$ cat config.mk
export PLATFORM = sky130hd
export DESIGN_NAME = cell_bank
export DESIGN_NICKNAME = d
export VERILOG_FILES = /design/src/include/cell_bank_pkg.sv /design/src/logic/logic_cell.sv /design/src/logic/cell_bank.sv
export SDC_FILE = /design/constraint.sdc
export NUM_CORES = 1
export LEC_CHECK = 0
export BUFFER_PORTS_ARGS = -buffer_cell sky130_fd_sc_hd__buf_2
export CAP_MARGIN = 10
export CORE_ASPECT_RATIO = 1.5
export CORE_MARGIN = 2
export CORE_UTILIZATION = 62
export DETAILED_ROUTE_END_ITERATION = 6
export HOLD_SLACK_MARGIN = 0.08
export PLACE_DENSITY = 0.84
export SYNTH_ARGS = -nofsm -noshare
export SYNTH_HDL_FRONTEND = slang
export SYNTH_SLANG_ARGS = --single-unit
export TNS_END_PERCENT = 50
$ cat constraint.sdc
create_clock -name aclk -period 9.3 [get_ports aclk]
set_input_delay 0.465 -clock aclk [delete_from_list [all_inputs] [get_ports aclk]]
set_output_delay 0.465 -clock aclk [all_outputs]
set_load 0.05 [all_outputs]
$ cat src/include/cell_bank_pkg.sv
// Constants, register map and carrier types of the logic cell bank.
package cell_bank_pkg;

    // ==========================================================
    // Sizes
    // ==========================================================
    localparam int NCELL = 4;
    localparam int NSRC = 8;
    localparam int NGATE = 4;
    localparam int ADDR_W = 8;
    localparam int SEL_W = 3;

    // The fast internal oscillator is source index seven.
    localparam logic [2:0] SRC_FAST_OSC = 3'h7;

    // ==========================================================
    // Register map, byte addresses
    // ==========================================================
    localparam logic [7:0] ADDR_INTCTL = 8'h00;
    localparam logic [7:0] ADDR_FLAG = 8'h04;
    localparam logic [7:0] ADDR_IEN = 8'h08;
    localparam logic [7:0] ADDR_MIRROR = 8'h0C;
    localparam logic [7:0] CELL_BASE = 8'h10;
    localparam logic [7:0] CELL_STRIDE = 8'h10;
    localparam logic [1:0] OFS_CTRL = 2'h0;
    localparam logic [1:0] OFS_SEL = 2'h1;
    localparam logic [1:0] OFS_GLS = 2'h2;
    localparam logic [1:0] OFS_POL = 2'h3;

    // ==========================================================
    // Field positions
    // ==========================================================
    localparam int INTCTL_GIE = 0;
    localparam int INTCTL_PERIPHERAL_IRQ_ENABLE = 1;
    localparam int CTRL_MODE_LSB = 0;
    localparam int CTRL_FALL = 3;
    localparam int CTRL_RISE = 4;
    localparam int CTRL_OUT = 5;
    localparam int CTRL_EN = 7;
    localparam int POL_OUT = 7;

    // ==========================================================
    // Reset values and responses
    // ==========================================================
    localparam logic [31:0] CTRL_RESET = 32'h0000_0000;
    localparam logic [NCELL-1:0] FLAG_RESET = 4'h0;
    localparam logic [NCELL-1:0] IEN_RESET = 4'h0;
    localparam logic [1:0] RESP_OKAY = 2'h0;
    localparam logic [1:0] RESP_SLVERR = 2'h2;

    // ==========================================================
    // Logic function codes
    // ==========================================================
    localparam logic [2:0] MODE_AND_OR = 3'h0;
    localparam logic [2:0] MODE_OR_XOR = 3'h1;
    localparam logic [2:0] MODE_AND4 = 3'h2;
    localparam logic [2:0] MODE_OR4 = 3'h3;
    localparam logic [2:0] MODE_XOR4 = 3'h4;

    typedef struct packed {
        logic enable;
        logic rise_irq_enable;
        logic fall_irq_enable;
        logic [2:0] logic_function_field;
    } cell_ctrl_t;

    typedef struct packed {
        logic [NGATE-1:0][SEL_W-1:0] input_select;
        logic [NGATE-1:0][3:0] gate_source;
        logic [NGATE-1:0] gate_invert_bit;
        logic output_invert_bit;
    } cell_route_t;

endpackage

$ cat src/logic/logic_cell.sv
// One clockless configurable logic cell: select, gate, function, polarity.
`timescale 1ns/1ps
module logic_cell (
    input wire logic [cell_bank_pkg::NSRC-1:0] src,
    input wire cell_bank_pkg::cell_ctrl_t ctrl,
    input wire cell_bank_pkg::cell_route_t route,
    output logic y
);
    import cell_bank_pkg::*;

    logic [NGATE-1:0] data;
    logic [NGATE-1:0] gate;
    logic f;

    // ==========================================================
    // Input select and gates
    // ==========================================================
    // [RULE_08] Pure combinational path.
    always_comb begin
        for (int k = 0; k < NGATE; k++) begin
            data[k] = src[route.input_select[k]];
        end
        for (int g = 0; g < NGATE; g++) begin
            gate[g] = (|(data & route.gate_source[g])) ^
                route.gate_invert_bit[g];
        end
    end

    // ==========================================================
    // Logic function
    // ==========================================================
    always_comb begin
        case (ctrl.logic_function_field)
            MODE_AND_OR: f = (gate[0] & gate[1]) | (gate[2] & gate[3]);
            MODE_OR_XOR: f = (gate[0] | gate[1]) ^ (gate[2] | gate[3]);
            MODE_AND4: f = &gate;
            MODE_OR4: f = |gate;
            MODE_XOR4: f = ^gate;
            default: f = 1'b0;
        endcase
    end

    assign y = ctrl.enable & (f ^ route.output_invert_bit);

endmodule

$ cat src/logic/cell_bank.sv
// Logic cell bank with edge interrupts, output mirror and AXI4-Lite slave.
// What this block does
// [RULE_01] Each cell detects rising and falling output edges.
// [RULE_02] Enabled edge sets the cell interrupt flag.
// [RULE_03] Software alone clears the interrupt flag.
// [RULE_04] Edge set beats simultaneous software clear.
// [RULE_05] Interrupt needs cell, peripheral, global enables.
// [RULE_06] Mirror register reads all outputs together.
// [RULE_07] Reset clears control, keeps selects and polarity.
// [RULE_08] Cells run without the system clock.
// [RULE_09] Enabled cell using fast oscillator keeps it running.
// [RULE_10] Configure a cell while disabled, enable last.
// [RULE_11] Pin routing and direction set by software; this block has no pin routing, cell_output_bit drives the ports directly.
// [RULE_12] Edges found against previous registered output.
`timescale 1ns/1ps
module cell_bank (
    input wire logic aclk,
    input wire logic aresetn,
    input wire logic [cell_bank_pkg::ADDR_W-1:0] s_axi_awaddr,
    input wire logic [2:0] s_axi_awprot,
    input wire logic s_axi_awvalid,
    output logic s_axi_awready,
    input wire logic [31:0] s_axi_wdata,
    input wire logic [3:0] s_axi_wstrb,
    input wire logic s_axi_wvalid,
    output logic s_axi_wready,
    output logic [1:0] s_axi_bresp,
    output logic s_axi_bvalid,
    input wire logic s_axi_bready,
    input wire logic [cell_bank_pkg::ADDR_W-1:0] s_axi_araddr,
    input wire logic [2:0] s_axi_arprot,
    input wire logic s_axi_arvalid,
    output logic s_axi_arready,
    output logic [31:0] s_axi_rdata,
    output logic [1:0] s_axi_rresp,
    output logic s_axi_rvalid,
    input wire logic s_axi_rready,
    input wire logic [cell_bank_pkg::NSRC-2:0] ext_src,
    input wire logic fast_internal_osc,
    output logic [cell_bank_pkg::NCELL-1:0] cell_output_bit,
    output logic fast_osc_keep_on,
    output logic irq
);
    import cell_bank_pkg::*;

    // ==========================================================
    // Declarations
    // ==========================================================
    logic [NSRC-1:0] src;
    logic [NCELL-1:0] cell_y;
    cell_ctrl_t ctrl_q [NCELL];
    cell_route_t route_q [NCELL];
    logic [NCELL-1:0] out_q;
    logic [NCELL-1:0] rise;
    logic [NCELL-1:0] fall;
    logic [NCELL-1:0] flag_set;
    logic [NCELL-1:0] flag_clr;
    logic [NCELL-1:0] cell_irq_flag_q;
    logic [NCELL-1:0] cell_irq_enable_q;
    logic global_irq_enable_q;
    logic peripheral_irq_enable_q;
    logic [NCELL-1:0] osc_use;
    logic wr_go;
    logic rd_go;
    logic wr_hit;
    logic rd_hit;
    logic [31:0] rd_word;
    logic bvalid_q;
    logic [1:0] bresp_q;
    logic rvalid_q;
    logic [1:0] rresp_q;
    logic [31:0] rdata_q;
    logic [2:0] wr_cell;
    logic [2:0] rd_cell;
    logic wr_in_cell;
    logic rd_in_cell;

    // ==========================================================
    // Helpers
    // ==========================================================
    function automatic logic [31:0] merge(
        input logic [31:0] old_v,
        input logic [31:0] new_v,
        input logic [3:0] strb
    );
        logic [31:0] r;
        r = old_v;
        for (int b = 0; b < 4; b++) begin
            if (strb[b]) begin
                r[8*b +: 8] = new_v[8*b +: 8];
            end
        end
        return r;
    endfunction

    function automatic logic [31:0] ctrl_word(
        input cell_ctrl_t c,
        input logic o
    );
        logic [31:0] r;
        r = 32'h0000_0000;
        r[CTRL_EN] = c.enable;
        r[CTRL_OUT] = o;
        r[CTRL_RISE] = c.rise_irq_enable;
        r[CTRL_FALL] = c.fall_irq_enable;
        r[CTRL_MODE_LSB +: 3] = c.logic_function_field;
        return r;
    endfunction

    function automatic logic [31:0] pol_word(input cell_route_t rt);
        logic [31:0] r;
        r = 32'h0000_0000;
        r[POL_OUT] = rt.output_invert_bit;
        r[NGATE-1:0] = rt.gate_invert_bit;
        return r;
    endfunction

    // ==========================================================
    // Cells
    // ==========================================================
    assign src = {fast_internal_osc, ext_src};

    generate
        for (genvar i = 0; i < NCELL; i++) begin : g_cell
            logic [31:0] cw;
            logic [31:0] sw;
            logic [31:0] gw;
            logic [31:0] pw;
            logic wr_me;

            assign wr_me = wr_go && wr_in_cell &&
                (wr_cell == 3'(i + 1));

            // [RULE_08] Clockless cell datapath.
            logic_cell u_cell (
                .src(src),
                .ctrl(ctrl_q[i]),
                .route(route_q[i]),
                .y(cell_y[i])
            );

            always_comb begin
                cw = merge(ctrl_word(ctrl_q[i], out_q[i]),
                    s_axi_wdata, s_axi_wstrb);
                sw = merge({20'h0_0000, route_q[i].input_select},
                    s_axi_wdata, s_axi_wstrb);
                gw = merge({16'h0000, route_q[i].gate_source},
                    s_axi_wdata, s_axi_wstrb);
                pw = merge(pol_word(route_q[i]),
                    s_axi_wdata, s_axi_wstrb);
            end

            // [RULE_07] Control cleared on reset.
            always_ff @(posedge aclk) begin
                if (!aresetn) begin
                    ctrl_q[i] <= cell_ctrl_t'(CTRL_RESET[5:0]);
                end else if (wr_me && s_axi_awaddr[3:2] == OFS_CTRL) begin
                    ctrl_q[i].enable <= cw[CTRL_EN];
                    ctrl_q[i].rise_irq_enable <= cw[CTRL_RISE];
                    ctrl_q[i].fall_irq_enable <= cw[CTRL_FALL];
                    ctrl_q[i].logic_function_field <=
                        cw[CTRL_MODE_LSB +: 3];
                end
            end

            // [RULE_07] Routing survives reset.
            always_ff @(posedge aclk) begin
                if (wr_me) begin
                    case (s_axi_awaddr[3:2])
                        OFS_SEL: route_q[i].input_select <= sw[11:0];
                        OFS_GLS: route_q[i].gate_source <= gw[15:0];
                        OFS_POL: begin
                            route_q[i].gate_invert_bit <= pw[NGATE-1:0];
                            route_q[i].output_invert_bit <= pw[POL_OUT];
                        end
                        default: ;
                    endcase
                end
            end

            // [RULE_09] Fast oscillator demand.
            always_comb begin
                osc_use[i] = 1'b0;
                for (int k = 0; k < NGATE; k++) begin
                    if (route_q[i].input_select[k] == SRC_FAST_OSC) begin
                        osc_use[i] = ctrl_q[i].enable;
                    end
                end
            end

            // [RULE_01] Rise and fall detectors.
            assign rise[i] = cell_y[i] & ~out_q[i];
            assign fall[i] = ~cell_y[i] & out_q[i];

            // [RULE_02] Edge gated by its enable.
            assign flag_set[i] =
                (rise[i] & ctrl_q[i].rise_irq_enable) |
                (fall[i] & ctrl_q[i].fall_irq_enable);
        end
    endgenerate

    assign cell_output_bit = cell_y;
    assign fast_osc_keep_on = |osc_use;

    // ==========================================================
    // Output snapshot
    // ==========================================================
    // [RULE_12] Previous output register.
    always_ff @(posedge aclk) begin
        if (!aresetn) begin
            out_q <= '0;
        end else begin
            out_q <= cell_y;
        end
    end

    // ==========================================================
    // Interrupt flags and enables
    // ==========================================================
    assign flag_clr = (wr_go && s_axi_awaddr == ADDR_FLAG &&
        s_axi_wstrb[0]) ? s_axi_wdata[NCELL-1:0] : '0;

    // [RULE_04] Set wins over clear.
    always_ff @(posedge aclk) begin
        if (!aresetn) begin
            cell_irq_flag_q <= FLAG_RESET;
        end else begin
            cell_irq_flag_q <= (cell_irq_flag_q & ~flag_clr) | flag_set;
        end
    end

    always_ff @(posedge aclk) begin
        if (!aresetn) begin
            cell_irq_enable_q <= IEN_RESET;
        end else if (wr_go && s_axi_awaddr == ADDR_IEN &&
                s_axi_wstrb[0]) begin
            cell_irq_enable_q <= s_axi_wdata[NCELL-1:0];
        end
    end

    always_ff @(posedge aclk) begin
        if (!aresetn) begin
            global_irq_enable_q <= 1'b0;
            peripheral_irq_enable_q <= 1'b0;
        end else if (wr_go && s_axi_awaddr == ADDR_INTCTL &&
                s_axi_wstrb[0]) begin
            global_irq_enable_q <= s_axi_wdata[INTCTL_GIE];
            peripheral_irq_enable_q <= s_axi_wdata[INTCTL_PERIPHERAL_IRQ_ENABLE];
        end
    end

    // [RULE_05] All enables gate the request.
    assign irq = (|(cell_irq_flag_q & cell_irq_enable_q)) &
        peripheral_irq_enable_q & global_irq_enable_q;

    // ==========================================================
    // Address decode
    // ==========================================================
    assign wr_cell = s_axi_awaddr[6:4];
    assign rd_cell = s_axi_araddr[6:4];
    assign wr_in_cell = !s_axi_awaddr[7] && wr_cell >= 3'h1 &&
        wr_cell <= 3'(NCELL);
    assign rd_in_cell = !s_axi_araddr[7] && rd_cell >= 3'h1 &&
        rd_cell <= 3'(NCELL);
    assign wr_hit = wr_in_cell || s_axi_awaddr == ADDR_INTCTL ||
        s_axi_awaddr == ADDR_FLAG || s_axi_awaddr == ADDR_IEN ||
        s_axi_awaddr == ADDR_MIRROR;

    // ==========================================================
    // Read mux
    // ==========================================================
    always_comb begin
        logic [1:0] ci;
        ci = 2'(rd_cell - 3'h1);
        rd_word = 32'h0000_0000;
        rd_hit = 1'b1;
        if (rd_in_cell) begin
            case (s_axi_araddr[3:2])
                OFS_CTRL: rd_word = ctrl_word(ctrl_q[ci], out_q[ci]);
                OFS_SEL: rd_word[11:0] = route_q[ci].input_select;
                OFS_GLS: rd_word[15:0] = route_q[ci].gate_source;
                default: rd_word = pol_word(route_q[ci]);
            endcase
        end else begin
            case (s_axi_araddr)
                ADDR_INTCTL: begin
                    rd_word[INTCTL_GIE] = global_irq_enable_q;
                    rd_word[INTCTL_PERIPHERAL_IRQ_ENABLE] = peripheral_irq_enable_q;
                end
                ADDR_FLAG: rd_word[NCELL-1:0] = cell_irq_flag_q;
                ADDR_IEN: rd_word[NCELL-1:0] = cell_irq_enable_q;
                // [RULE_06] One-instant output copy.
                ADDR_MIRROR: rd_word[NCELL-1:0] = out_q;
                default: rd_hit = 1'b0;
            endcase
        end
    end

    // ==========================================================
    // AXI4-Lite write channel
    // ==========================================================
    assign wr_go = s_axi_awvalid && s_axi_wvalid && !bvalid_q;
    assign s_axi_awready = wr_go;
    assign s_axi_wready = wr_go;
    assign s_axi_bvalid = bvalid_q;
    assign s_axi_bresp = bresp_q;

    always_ff @(posedge aclk) begin
        if (!aresetn) begin
            bvalid_q <= 1'b0;
            bresp_q <= RESP_OKAY;
        end else if (wr_go) begin
            bvalid_q <= 1'b1;
            bresp_q <= wr_hit ? RESP_OKAY : RESP_SLVERR;
        end else if (s_axi_bready) begin
            bvalid_q <= 1'b0;
        end
    end

    // ==========================================================
    // AXI4-Lite read channel
    // ==========================================================
    assign rd_go = s_axi_arvalid && !rvalid_q;
    assign s_axi_arready = !rvalid_q;
    assign s_axi_rvalid = rvalid_q;
    assign s_axi_rresp = rresp_q;
    assign s_axi_rdata = rdata_q;

    always_ff @(posedge aclk) begin
        if (!aresetn) begin
            rvalid_q <= 1'b0;
            rresp_q <= RESP_OKAY;
            rdata_q <= 32'h0000_0000;
        end else if (rd_go) begin
            rvalid_q <= 1'b1;
            rresp_q <= rd_hit ? RESP_OKAY : RESP_SLVERR;
            rdata_q <= rd_word;
        end else if (s_axi_rready) begin
            rvalid_q <= 1'b0;
        end
    end

endmodule

==> flow_summary_export.csv <==
group,metric,value,unit
timing,rsz0062_at_grt,"no",
critical_path,r2r-start,"route_q[1][27]",
synthesis,synth.area.top_cells,"edfxtp_1 (45%), mux4_2 (12%), dfxtp_1 (6.6%)",
floorplan,rows,58,
worst_hold_path,min_from,"s_axi_rready",
cells_and_area,antennaDiodeCount,0,
clock_tree,htreeDepth,4,
clock_tree,cts_inserted_buffers,17,
floorplan,initial_utilization,62.5,%
critical_path,rrSetupSlack,5.16,ns
critical_path,rr_endpoint,"cell_irq_flag_q[1]",
critical_path,crit_fanout,4,
clock_tree,clockRootBuffer,"clkbuf_16",
placement,pre_cts_ws,4.67,ns
floorplan,core,16600,µm²
synthesis,yosysTopAreaCell,"edfxtp_1",
synthesis,synth_edf_count,156,
timing,period_share,53.8,%
timing,relSlewSlack,22.7,%
global_routing,overflow,0,
global_routing,grt_max_degree,44,
cells_and_area,fillers,1086,
placement,dp.final_hpwl,20600,µm
synthesis,netlist_instances,786,
cells_and_area,syn2layout_area_growth,10.1,%
power,vdd_drop_max,174,µV
timing,max_freq,200,MHz
global_routing,grt_pass1_wl,42600,µm
clock_tree,cts_tree,"done",
cells_and_area,utilization,68.8,%
drt,viasPerCell,6.97,
critical_path,critical_path_arrival,4.54,ns
clock_tree,cts_resized,0,
worst_hold_path,hold_depth,2,
cells_and_area,final_cells,1064,
power,finalPower,1.93,mW
timing,finalHoldViolations,0,
power,power.density,169,nW/µm²
drt,firstDrtPassIters,6,
global_routing,grt_usage,33.9,%
floorplan,dieWidth,110,µm
synthesis,ys_ff_latch,190,
power,p_leak,4.20,nW
critical_path,cp-startpoint,"route_q[1][27]",
drt,wire_per_inst,27.4,µm
timing,worst_pin_slew,1.16,ns
placement,io_buffers,77,
placement,gp_congestion,0.937,
floorplan,die_h,162,µm
floorplan,dieArea,17800,µm²
synthesis,synth.top_cell.area_share,45.1,%
clock_tree,ctsHoldBuffers,0,
cells_and_area,final_nets,936,
timing,setup_ws,4.30,ns
drt,drt-total-wl,29100,µm
placement,dpl.cell_count,1032,
clock_tree,clk_pin_slew,0.08,ns
clock_tree,cts.sinks,190,
clock_tree,insertion_delay,0.46,ns
synthesis,synth_area,10400,µm²
drt,drcViolationCount,0,
global_routing,grt_pass1_vias,7264,
clock_tree,post_cts_buffers,0,
critical_path,cp.required,8.84,ns
synthesis,yosysUniqueCellTypes,52,
synthesis,synth-main-ff-cell,"edfxtp_1",
synthesis,ys_warn_count,0,
critical_path,critical_path.endpoint_type,"output pin",
drt,drtAntennaViolNets,0,
critical_path,cp_slowest_cell,"mux4_1",
drt,vias,7413,
timing,min_period,5.00,ns
worst_hold_path,hp-class,"in2reg",
status,outcome,"finished clean",
floorplan,num_io_pins,120,
critical_path,critPathLaunchType,"register",
synthesis,synth_area_per_cell,13.2,µm²
critical_path,crit_path_max_incr_delay,0.57,ns
timing,finClkSkew,0.0129,ns
synthesis,async_reset_ff_share,0,%
critical_path,cp_cell_sequence,"mux4_1, mux2_2, a22oi_2, o221ai_2, xor2_1, inv_1, ha_1, ha_1, nor2_1, a2111oi_0, a211oi_1, mux2i_1, buf_2",
global_routing,antenna_found_initial,0,
cells_and_area,drive_gt1_share,24.6,%
critical_path,crit_top_cell,"ha_1",
clock_tree,cts_buffer_depth,2,
worst_hold_path,hold_path_end,"s_axi_rvalid",
timing,tns,0,ns
timing,drv_slew,0,
timing,setup_viol,0,
drt,first_iter_violations,770,
critical_path,worstRegToRegCells,14,
critical_path,path_class,"reg2out",
run,maxCapViolations,0,
synthesis,synth_seq_area_share,51.7,%
[flip-flops by register name (all words and copies together) (netlist names)]
register                 cells
cell_irq_flag_q              4
route_q                    132
ctrl_q                      24
s_axi_bresp                  1
s_axi_rresp                  1
global_irq_enable_q          1
out_q                        4
s_axi_rvalid                 1
s_axi_rdata                 16
s_axi_bvalid                 1
peripheral_irq_enable_q      1
cell_irq_enable_q            4
[metrics by stage]
stage               cell area (µm²)  hold WS [ns]
floorplan                     10400         0.481
global placement              10800         0.445
detailed placement            10800         0.452
CTS                           11400         0.196
global route                  11400         0.201
finish                        11400         0.196
[metal layers]
layer | wire [µm] | GRT usage [%] | vias to the layer above
met4 | 2610 | 24.5 | 0
met3 | 2730 | 7.72 | 168
li1 | - | - | 3107
met1 | 9080 | 38.0 | 3580
met2 | 14700 | 56.0 | 558
met5 | 0 | 0 | -
[logic make-up (layout without fill, tap and decap cells)]
| family | Yosys count | in the layout | share of synthesized area, % |
|---|---|---|---|
| simple gates | 211 | 211 | 10.4 |
| flops | 190 | 190 | 51.7 |
| compound gates | 123 | 123 | 8.83 |
| mux | 106 | 106 | 18.6 |
| buf+inv | 105 | 156 | 4.88 |
| fa+ha+maj | 26 | 26 | 3.04 |
| xor+xnor | 24 | 24 | 2.46 |
| other cells | 1 | 18 | 0.0361 |
[power breakdown]
part	total (mW)	internal, mW	switching (mW)
logic	0.215	0.0719	0.143
clock network	0.785	0.382	0.402
registers	0.933	0.926	0.00757
total	1.93	1.38	0.553
[how the worst max path moves through the flow]
stage	slack (ns)	to	cells after the start
after floorplan	5.60	cell_output_bit[1]	14
after global placement	4.73	cell_output_bit[3]	14
after detailed placement	4.67	cell_output_bit[3]	14
after CTS	4.31	cell_output_bit[3]	13
after global routing	4.08	cell_output_bit[1]	13
final	4.30	cell_output_bit[1]	13
[synth_stat cells, types with 2 or more instances]
cell type and count:
o21ai_1 5, o221ai_1 2, a31oi_1 8, a22oi_2 10
xor2_1 12, nor2_1 63, dfxtp_1 34, buf_2 15
mux2i_1 28, and2_1 11, a2111oi_0 2, mux2_4 3
nand3b_1 21, nand4_1 6, or3_1 4, edfxtp_1 156
o221ai_2 6, a221o_1 4, maj3_1 4, nand2b_1 20
inv_2 3, and3_1 3, buf_4 25, o21ai_0 17
nor2b_1 7, a21oi_1 25, o22ai_1 2, xnor2_1 6
a22o_1 5, mux2_2 10, and4_1 2, clkbuf_1 20
nor4_1 3, nand2_1 34, xnor2_2 6, mux4_2 56
a211oi_1 5, ha_1 22, inv_1 41, mux4_1 9
a22oi_1 29, nor4b_1 3, nand3_1 30
[final cells by class]
type                    count  area, µm²  share of cell area [%]
clock buffers              17        425                    3.72
clock inverters            15        230                    2.01
inverters                  44        165                    1.44
multi-input cells         508       4580                    40.0
flip-flops and latches    190       5370                    46.9
well taps                 210        263                    2.30
repair buffers             80        408                    3.57
[worst max-delay path: cells and delay by family (launching register included)]
family / cells / cell delay [ns]
mux: 3 / 1.41
compound gates: 4 / 0.95
fa+ha+maj: 2 / 0.50
buf+inv: 2 / 0.47
flops: 1 / 0.42
xor+xnor: 1 / 0.30
simple gates: 1 / 0.04
[placed cells by master, fill, tap and decap left out, types with 18 or more instances in the layout]
cell type	count
edfxtp_1	156
buf_2	77
nor2_1	63
mux4_2	56
inv_1	41
nand2_1	34
dfxtp_1	34
nand3_1	30
a22oi_1	29
mux2i_1	28
a21oi_1	25
nand3b_1	21
ha_1	21
nand2b_1	20
conb_1	18
Note: power is estimated with default switching activity, not from simulation.
